$ cat src/design/cpi_pkg.sv
package cpi_pkg;

	// Register byte addresses
	localparam logic [7:0] CPI_PARAM_OFS = 8'h00;
	localparam logic [7:0] CPI_CTRL_OFS = 8'h04;
	localparam logic [7:0] CPI_IN_VALUE_OFS = 8'h08;
	localparam logic [7:0] CPI_IN_STATUS_OFS = 8'h0C;
	localparam logic [7:0] CPI_MODE_OFS = 8'h10;
	localparam logic [7:0] CPI_LOAD_VAL_OFS = 8'h14;

	// AHB-Lite encodings
	localparam logic [1:0] CPI_HTRANS_NONSEQ = 2'h2;
	localparam logic [1:0] CPI_HTRANS_IDLE = 2'h0;
	localparam logic CPI_HRESP_OKAY = 1'h0;

	// Power-on parameter set
	localparam logic [31:0] CPI_DEF_LOAD_DIRECT = 32'h00000000;
	localparam logic [31:0] CPI_DEF_LOAD_PREPARED = 32'h00000000;
	localparam logic [31:0] CPI_DEF_COMPARE_ONE = 32'h00000000;
	localparam logic [31:0] CPI_DEF_COMPARE_TWO = 32'h00000000;
	localparam logic [31:0] CPI_DEF_LOWER_LIMIT = 32'h00000000;
	localparam logic [31:0] CPI_DEF_UPPER_LIMIT = 32'hFFFFFFFF;
	localparam logic [15:0] CPI_DEF_INT_TIME = 16'h000A;
	localparam logic [1:0] CPI_DEF_OUT_FN = 2'h0;
	localparam logic [7:0] CPI_DEF_HYST = 8'h00;
	localparam logic [7:0] CPI_DEF_PULSE = 8'h00;

	// Reserved bits of the output behaviour word
	localparam logic [31:0] CPI_OUTCFG_RSVD_MASK = 32'hFF0000CC;
	// Reserved bits of the measurement-mode output one function word
	localparam logic [31:0] CPI_MEAS_FN_RSVD_MASK = 32'hFFFFFFFC;
	localparam logic [31:0] CPI_INT_TIME_RSVD_MASK = 32'hFFFF0000;

	// Control byte 4, bit 7 first
	typedef struct packed {
		logic external_fault_ack;
		logic output_two_control_enable;
		logic output_two_set;
		logic output_one_control_enable;
		logic output_one_set;
		logic status_reset_request;
		logic sync_enable;
		logic software_gate;
	} cpi_ctrl_t;

	// Control byte 5; in measurement mode bit 0 lower limit, 1 upper, 2 integration
	typedef struct packed {
		logic [2:0] ignored;
		logic load_output_behaviour;
		logic load_compare_two;
		logic load_compare_one;
		logic load_prepared_value;
		logic load_direct_value;
	} cpi_strobe_t;

	// State reported by the counting logic
	typedef struct packed {
		logic supply_fault;
		logic output_fault;
		logic counting_down_flag;
		logic counting_up_flag;
		logic output_two_state;
		logic output_one_state;
		logic digital_input_state;
		logic sync_done_flag;
		logic extra_status_flag;
	} cpi_status_t;

	// Output behaviour settings
	typedef struct packed {
		logic [1:0] output_two_function;
		logic [1:0] output_one_function;
		logic [7:0] hysteresis;
		logic [7:0] pulse_duration;
	} cpi_outcfg_t;

endpackage

$ cat src/design/cpi_top.sv
// The AHB-Lite register port and the placing of the registers are this design's own decisions.
module cpi_top
	import cpi_pkg::*;
(
	// Clock and reset
	input wire logic clock_i,
	input wire logic rst_i,
	// AHB-Lite slave
	input wire logic hsel_i,
	input wire logic [31:0] haddr_i,
	input wire logic [1:0] htrans_i,
	input wire logic hwrite_i,
	input wire logic [2:0] hsize_i,
	input wire logic [31:0] hwdata_i,
	input wire logic hready_i,
	output logic hreadyout_o,
	output logic hresp_o,
	output logic [31:0] hrdata_o,
	// Counting logic state
	input wire logic [31:0] count_value_i,
	input wire logic [31:0] measured_value_i,
	input wire cpi_status_t status_i,
	// Control toward the counting logic
	output cpi_ctrl_t control_o,
	output logic gate_o,
	output logic count_halt_o,
	output logic direct_load_o,
	output logic status_reset_o,
	output logic fault_ack_o,
	output logic measurement_mode_o,
	// Captured parameters
	output logic [31:0] load_direct_value_o,
	output logic [31:0] load_prepared_value_o,
	output logic [31:0] compare_one_o,
	output logic [31:0] compare_two_o,
	output cpi_outcfg_t out_cfg_o,
	output logic [31:0] lower_limit_o,
	output logic [31:0] upper_limit_o,
	output logic [15:0] integration_time_o,
	output logic [1:0] meas_out_one_function_o
);

	// Bus address phase
	logic wr_pend, next_wr_pend;
	logic [7:0] wr_addr, next_wr_addr;
	logic [31:0] hrdata, next_hrdata;

	// Output image
	logic [31:0] param_word, next_param_word;
	cpi_ctrl_t ctrl4, next_ctrl4, ctrl4_prev;
	cpi_strobe_t ctrl5, next_ctrl5, ctrl5_prev;
	logic meas_mode, next_meas_mode;

	// Flags
	logic load_status, next_load_status;
	logic load_error, next_load_error;
	logic parameter_fault, next_parameter_fault;
	logic halted, next_halted;
	logic next_count_halt, next_direct_load, next_status_reset, next_fault_ack;

	// Parameters
	logic [31:0] ld_direct, next_ld_direct, ld_prep, next_ld_prep;
	logic [31:0] cmp_one, next_cmp_one, cmp_two, next_cmp_two;
	logic [31:0] lo_lim, next_lo_lim, up_lim, next_up_lim;
	logic [15:0] int_time, next_int_time;
	logic [1:0] meas_fn, next_meas_fn;
	cpi_outcfg_t out_cfg, next_out_cfg;

	logic take;
	cpi_strobe_t rise5;
	cpi_ctrl_t rise4;
	logic loaded, bad;
	logic [7:0] image_b4, image_b5, image_b6;

	always_comb begin
		take = hsel_i && hready_i && (htrans_i == CPI_HTRANS_NONSEQ);
		next_wr_pend = take && hwrite_i;
		next_wr_addr = take ? haddr_i[7:0] : wr_addr;
		image_b4 = {status_i.supply_fault, status_i.output_fault, parameter_fault,
			2'h0, ctrl4.status_reset_request, load_error, load_status};
		image_b5 = {status_i.counting_down_flag, status_i.counting_up_flag, 1'h0,
			status_i.output_two_state, status_i.output_one_state, 1'h0,
			status_i.digital_input_state, status_i.sync_done_flag};
		image_b6 = {status_i.extra_status_flag, 7'h00};
		next_hrdata = hrdata;
		if (take && !hwrite_i) begin
			case (haddr_i[7:0])
				CPI_PARAM_OFS: next_hrdata = param_word;
				CPI_CTRL_OFS: next_hrdata = {16'h0000, ctrl5, ctrl4};
				CPI_IN_VALUE_OFS: next_hrdata = meas_mode ? measured_value_i : count_value_i;
				CPI_IN_STATUS_OFS: next_hrdata = {8'h00, image_b6, image_b5, image_b4};
				CPI_MODE_OFS: next_hrdata = {31'h00000000, meas_mode};
				CPI_LOAD_VAL_OFS: next_hrdata = meas_mode ? lo_lim : ld_direct;
				default: next_hrdata = 32'h00000000;
			endcase
		end
	end

	always_ff @(posedge clock_i or posedge rst_i) begin
		if (rst_i) begin
			wr_pend <= 1'b0;
			wr_addr <= 8'h00;
			hrdata <= 32'h00000000;
		end else begin
			wr_pend <= next_wr_pend;
			wr_addr <= next_wr_addr;
			hrdata <= next_hrdata;
		end
	end

	always_comb begin
		next_param_word = param_word;
		next_ctrl4 = ctrl4;
		next_ctrl5 = ctrl5;
		next_meas_mode = meas_mode;
		if (wr_pend) begin
			case (wr_addr)
				CPI_PARAM_OFS: next_param_word = hwdata_i;
				// only bytes 4 and 5 control
				CPI_CTRL_OFS: begin
					next_ctrl4 = cpi_ctrl_t'(hwdata_i[7:0]);
					next_ctrl5 = cpi_strobe_t'(hwdata_i[15:8]);
				end
				CPI_MODE_OFS: next_meas_mode = hwdata_i[0];
				default: next_param_word = param_word;
			endcase
		end
	end

	always_comb begin
		rise5 = ctrl5 & ~ctrl5_prev;
		rise4 = ctrl4 & ~ctrl4_prev;
		loaded = 1'b0;
		bad = 1'b0;
		next_ld_direct = ld_direct;
		next_ld_prep = ld_prep;
		next_cmp_one = cmp_one;
		next_cmp_two = cmp_two;
		next_out_cfg = out_cfg;
		next_lo_lim = lo_lim;
		next_up_lim = up_lim;
		next_int_time = int_time;
		next_meas_fn = meas_fn;
		next_direct_load = 1'b0;
		if (!meas_mode) begin
			if (rise5.load_direct_value) begin
				next_ld_direct = param_word;
				next_direct_load = 1'b1;
				loaded = 1'b1;
			end
			if (rise5.load_prepared_value) begin
				next_ld_prep = param_word;
				loaded = 1'b1;
			end
			if (rise5.load_compare_one) begin
				next_cmp_one = param_word;
				loaded = 1'b1;
			end
			if (rise5.load_compare_two) begin
				next_cmp_two = param_word;
				loaded = 1'b1;
			end
			if (rise5.load_output_behaviour) begin
				if ((param_word & CPI_OUTCFG_RSVD_MASK) != 32'h00000000) begin
					bad = 1'b1;
				end else begin
					next_out_cfg = {param_word[5:4], param_word[1:0],
						param_word[15:8], param_word[23:16]};
					loaded = 1'b1;
				end
			end
		end else begin
			if (rise5.load_direct_value) begin
				if (param_word > up_lim) begin
					bad = 1'b1;
				end else begin
					next_lo_lim = param_word;
					loaded = 1'b1;
				end
			end
			if (rise5.load_prepared_value) begin
				if (param_word < lo_lim) begin
					bad = 1'b1;
				end else begin
					next_up_lim = param_word;
					loaded = 1'b1;
				end
			end
			if (rise5.load_compare_one) begin
				if ((param_word & CPI_INT_TIME_RSVD_MASK) != 32'h00000000) begin
					bad = 1'b1;
				end else begin
					next_int_time = param_word[15:0];
					loaded = 1'b1;
				end
			end
			if (rise5.load_output_behaviour) begin
				if ((param_word & CPI_MEAS_FN_RSVD_MASK) != 32'h00000000) begin
					bad = 1'b1;
				end else begin
					next_meas_fn = param_word[1:0];
					loaded = 1'b1;
				end
			end
		end
	end

	always_comb begin
		next_load_status = load_status;
		next_load_error = load_error;
		next_parameter_fault = parameter_fault;
		next_halted = halted;
		next_count_halt = 1'b0;
		next_status_reset = rise4.status_reset_request;
		next_fault_ack = rise4.external_fault_ack;
		// status reset and fault acknowledge clear
		if (rise4.status_reset_request) begin
			next_load_error = 1'b0;
		end
		if (rise4.external_fault_ack) begin
			next_parameter_fault = 1'b0;
		end
		// toggle on load, error on bad value
		if (loaded) begin
			next_load_status = !load_status;
		end
		if (bad) begin
			next_load_error = 1'b1;
			next_parameter_fault = 1'b1;
		end
		if (!ctrl4.software_gate) begin
			next_halted = 1'b0;
		end else if ((loaded || bad) && !halted) begin
			next_halted = 1'b1;
			next_count_halt = 1'b1;
		end
	end

	always_ff @(posedge clock_i or posedge rst_i) begin
		if (rst_i) begin
			param_word <= 32'h00000000;
			ctrl4 <= '0;
			ctrl5 <= '0;
			ctrl4_prev <= '0;
			ctrl5_prev <= '0;
			meas_mode <= 1'b0;
			load_status <= 1'b0;
			load_error <= 1'b0;
			parameter_fault <= 1'b0;
			halted <= 1'b0;
			count_halt_o <= 1'b0;
			direct_load_o <= 1'b0;
			status_reset_o <= 1'b0;
			fault_ack_o <= 1'b0;
			ld_direct <= CPI_DEF_LOAD_DIRECT;
			ld_prep <= CPI_DEF_LOAD_PREPARED;
			cmp_one <= CPI_DEF_COMPARE_ONE;
			cmp_two <= CPI_DEF_COMPARE_TWO;
			out_cfg <= {CPI_DEF_OUT_FN, CPI_DEF_OUT_FN, CPI_DEF_HYST, CPI_DEF_PULSE};
			lo_lim <= CPI_DEF_LOWER_LIMIT;
			up_lim <= CPI_DEF_UPPER_LIMIT;
			int_time <= CPI_DEF_INT_TIME;
			meas_fn <= CPI_DEF_OUT_FN;
		end else begin
			param_word <= next_param_word;
			ctrl4 <= next_ctrl4;
			ctrl5 <= next_ctrl5;
			ctrl4_prev <= ctrl4;
			ctrl5_prev <= ctrl5;
			meas_mode <= next_meas_mode;
			load_status <= next_load_status;
			load_error <= next_load_error;
			parameter_fault <= next_parameter_fault;
			halted <= next_halted;
			count_halt_o <= next_count_halt;
			direct_load_o <= next_direct_load;
			status_reset_o <= next_status_reset;
			fault_ack_o <= next_fault_ack;
			ld_direct <= next_ld_direct;
			ld_prep <= next_ld_prep;
			cmp_one <= next_cmp_one;
			cmp_two <= next_cmp_two;
			out_cfg <= next_out_cfg;
			lo_lim <= next_lo_lim;
			up_lim <= next_up_lim;
			int_time <= next_int_time;
			meas_fn <= next_meas_fn;
		end
	end

	// Zero-wait slave, always OKAY
	assign hreadyout_o = 1'b1;
	assign hresp_o = CPI_HRESP_OKAY;
	assign hrdata_o = hrdata;
	// control byte 4 to the counting logic
	assign control_o = ctrl4;
	assign gate_o = ctrl4.software_gate && !halted;
	assign measurement_mode_o = meas_mode;
	assign load_direct_value_o = ld_direct;
	assign load_prepared_value_o = ld_prep;
	assign compare_one_o = cmp_one;
	assign compare_two_o = cmp_two;
	assign out_cfg_o = out_cfg;
	assign lower_limit_o = lo_lim;
	assign upper_limit_o = up_lim;
	assign integration_time_o = int_time;
	assign meas_out_one_function_o = meas_fn;

endmodule

$ cat config.mk
export PLATFORM = sky130hd
export DESIGN_NAME = cpi_top
export DESIGN_NICKNAME = d
export VERILOG_FILES = /design/src/design/cpi_pkg.sv /design/src/design/cpi_top.sv
export SDC_FILE = /design/constraint.sdc
export NUM_CORES = 1
export LEC_CHECK = 0
export BUFFER_PORTS_ARGS = -buffer_cell sky130_fd_sc_hd__buf_2
export CAP_MARGIN = 20
export CORE_ASPECT_RATIO = 1.5
export CORE_MARGIN = 5
export CORE_UTILIZATION = 45
export CTS_BUF_LIST = sky130_fd_sc_hd__clkbuf_4 sky130_fd_sc_hd__clkbuf_8
export CTS_CLUSTER_SIZE = 20
export DETAILED_ROUTE_END_ITERATION = 10
export GPL_TIMING_DRIVEN = 0
export PLACE_DENSITY_LB_ADDON = 0.3
export SLEW_MARGIN = 20
export SYNTH_ARGS = -nofsm -noshare
export SYNTH_HDL_FRONTEND = slang
export SYNTH_SLANG_ARGS = --single-unit
$ cat constraint.sdc
create_clock -name clock_i -period 10.7 [get_ports clock_i]
set_clock_uncertainty 0.1 [all_clocks]
set_input_delay 0.535 -clock clock_i [delete_from_list [all_inputs] [get_ports clock_i]]
set_output_delay 0.535 -clock clock_i [all_outputs]
set_load 0.1 [all_outputs]
==> results.cfg <==
[pwr]
power_density_nw_per_um2 = 264
p_leak_nw = 10.5
worst_ir_drop_vdd_uv = 209

[setup_path]
critical_path.max_stage_delay_ns = 0.67
timing_worst_setup_path_type = reg -> reg
worst_r2r_path_depth = 10
cp_data_arrival_time_ns = 3.68
critPathCaptureType = register
critPathMaxFanout = 11
worstPathCellList = ha_1 > and2_0 > a221o_1 > a221oi_1 > o21ai_1 > a21oi_2 > or3_1 > buf_6 > buf_12 > mux2_4
crit_required_ns = 11.12
cp_slowest_cell = dfrtp_1
critPathLaunchType = register

[global_routing]
largest_net_degree_at_the_start_of_global_routing = 104
grt_overflow = 0
grt_antenna_before_repair = 8
track_usage_pct = 26.5
grt_first_pass_wirelength_um = 78400
grt_pass1_vias = 12508

[timing]
fin_hold_ws_ns = 0.0638
min_period_over_period_pct = 30.5
fin_ws_ns = 7.44
slew_viol_final = 0
fmaxAchievable_ghz = 0.307
finalHoldViolations = 0
finalCriticalPeriod_ns = 3.26
worst_pin_slew_ns = 1.08
grt_setup_unrepaired = no
setup_viol = 0
worst_slew_slack_as_a_fraction_of_its_limit_pct = 28.3
fin_tns_setup_ns = 0

[placement]
globalplace.congestion = 0.872
hpwl_um = 40900
port_buffers = 394
pre_cts_ws_ns = 7.46

[routing]
drt_iter0_drc = 761
detail_routed_via_count_per_cell = 5.37
vias = 12039
antenna_violating_nets_post_route = 0
wirelength_um = 53800
route.detailed.wl_per_inst_um = 24.0
drt_pass1_iterations = 5
drc_viols = 0

[synth]
synth_edf_count = 0
syn_avg_cell_area_um2 = 12.7
asyncSetResetFlopFracSynth_pct = 100
yosys.cell_types.count = 57
synthesis.nets = 1479
synth.ff_latch_count = 335
synthesis.area_um2 = 16100
synth_cells = 1269
seq_area_frac_synth_pct = 52.5
warnings_synthesis = 0
dominantRegCellSynth = dfrtp_1

[clock_tree]
clock-root-buffer = clkbuf_8
maximum_root_to_sink_buffer_count = 3
clock_sinks = 335
clock_tree.htree_level_count = 2
worstSkewPairLatency_ns = 0.60
cts.reportedPaths.clkPinSlew_ns = 0.07
cts-buffers-inserted = 52
cts_tree = done

[floorplanning]
floorplan.initialDensity_pct = 45.6
floorplan.die.height_um = 241
fp.dieArea_um2 = 39600
floorplan.rows = 84
core_um2 = 35200
die_w_um = 164
io_pins = 425

[final_layout]
area.sequential_um2 = 8430
drive_gt1_share_pct = 48.3
n_fill_cell = 3042
multi_input_area_um2 = 6850
syn2layout_area_growth_pct = 23.9
final_net_count = 1932

[min_path]
min_delay_path_depth = 2
timing.hold.worst.class = in -> reg

[status]
run_status = finished clean

[flow_run]
cap_violations = 0
[power by group]
group          total (mW)  switching (mW)  leakage, nW  internal (mW)
Clock                1.17           0.520        0.613          0.654
Combinational        2.39            1.85         5.50          0.538
Sequential           1.68           0.183         4.39           1.50
Total                5.24            2.56         10.5           2.69
[area by class of cell]
type / instances / share of cell area [%]
Multi-Input combinational cell: 775 / 34.4
Tap cell: 473 / 2.98
Buffer: 85 / 2.52
Sequential cell: 335 / 42.4
Inverter: 74 / 1.43
Clock buffer: 85 / 5.35
Timing Repair Buffer: 399 / 10.4
Antenna cell: 5 / 0.0629
Clock inverter: 11 / 0.447
[metal layers]
layer	GRT usage [%]	up-vias	routed length, µm
met2	48.1	463	28100
met3	6.21	120	3900
met4	10.3	6	2090
met5	0	-	43
met1	30.0	6021	19600
li1	-	5429	-
[synthesized netlist by cell type (all sizes together) (13+ instances only)]
library cell  number  share of area (%)
clkbuf            47                1.1
nor2              33               0.77
a21oi             52                1.6
ha                63                4.9
inv               74                1.7
o22ai             19               0.74
nand4             13               0.51
dfrtp            301                 47
nand2             72                1.7
mux2             288                 22
dfstp             34                5.6
mux2i             61                3.8
o21ai             62                1.9
a22o              20                1.1
buf               38                2.0
[path summary, 6_finish.rpt]
check	from	endpoint	slack, ns
min	hwdata_i[19]	param_word[19]$_DFFE_PP0P_	0.06
max	param_word[27]$_DFFE_PP0P_	upper_limit_o[22]$_DFFE_PP1P_	7.44
min reg2reg	ctrl4_prev[2]$_DFF_PP0_	status_reset_o$_DFF_PP0_	0.31
max reg2reg	param_word[27]$_DFFE_PP0P_	upper_limit_o[22]$_DFFE_PP1P_	7.44
min in group asynchronous	rst_i	direct_load_o$_DFF_PP0_	0.35
max in group asynchronous	rst_i	upper_limit_o[25]$_DFFE_PP1P_	8.81
[registers in the layout, summed over array words and instances (netlist names), 16 cells and up]
name	count
lower_limit_o	32
integration_time_o	16
compare_one_o	32
load_prepared_value_o	32
param_word	32
out_cfg_o	20
compare_two_o	32
hrdata_o	32
load_direct_value_o	32
upper_limit_o	32
[per-stage QoR]
| stage | utilization, % | std cells | area, µm² | power [mW] |
|---|---|---|---|---|
| 2_1_floorplan | - | 1269 | 16100 | 3.59 |
| 3_3_place_gp | 52.9 | 2136 | 18600 | 4.06 |
| 3_5_place_dp | 53.1 | 2139 | 18700 | 4.10 |
| 4_1_cts | 56.4 | 2236 | 19900 | 5.28 |
| 5_1_grt | 56.5 | 2241 | 19900 | 5.46 |
| 6_report | 56.5 | 2242 | 19900 | 5.24 |
[what timing repair did]
| action | CTS | global route |
|---|---|---|
| setup buffers | 0 | 0 |
| hold buffers | 1 | 0 |
| resized for setup | 0 | 0 |
| hold endpoints to repair | 38 | 0 |
[placed cells by master (no fill, tap or decap), drive strengths merged, types with 3 or more instances in the layout]
cell type / Yosys / layout
inv: 74 / 75
buf: 38 / 435
a211oi: 5 / 5
diode: 0 / 5
nand2b: 9 / 9
a21oi: 52 / 52
nand3: 12 / 12
o21ai: 62 / 62
nor2: 33 / 33
and4: 3 / 3
dfstp: 34 / 34
a22o: 20 / 20
ha: 63 / 63
a31oi: 4 / 4
a22oi: 4 / 4
nand4: 13 / 13
nand2: 72 / 72
a221oi: 4 / 4
nor2b: 5 / 5
mux2i: 61 / 61
clkbuf: 47 / 133
a21o: 3 / 3
dfrtp: 301 / 301
mux2: 288 / 288
o22ai: 19 / 19
nor4: 12 / 12
clkinv: 0 / 7
nor3: 6 / 6
[cells by family (layout without fill, tap and decap cells)]
logic type | Yosys count | after routing | synth area share, %
buf+inv | 159 | 654 | 4.86
other cells | 2 | 7 | 0.0468
flops | 335 | 335 | 52.5
simple gates | 177 | 177 | 5.31
mux | 349 | 349 | 25.4
fa+ha+maj | 63 | 63 | 4.91
compound gates | 183 | 183 | 6.98
xor+xnor | 1 | 1 | 0.0546
[critical path: cells and delay by family (launching register included)]
family	cells	cell delay, ns
AO/OA/AOI/OAI	4	1.06
adder cells (fa/ha/maj)	1	0.36
buffers and inverters	2	0.35
multiplexers	1	0.30
flip-flops	1	0.67
AND/OR/NAND/NOR	2	0.35
Power figures use the tool's default switching activity.
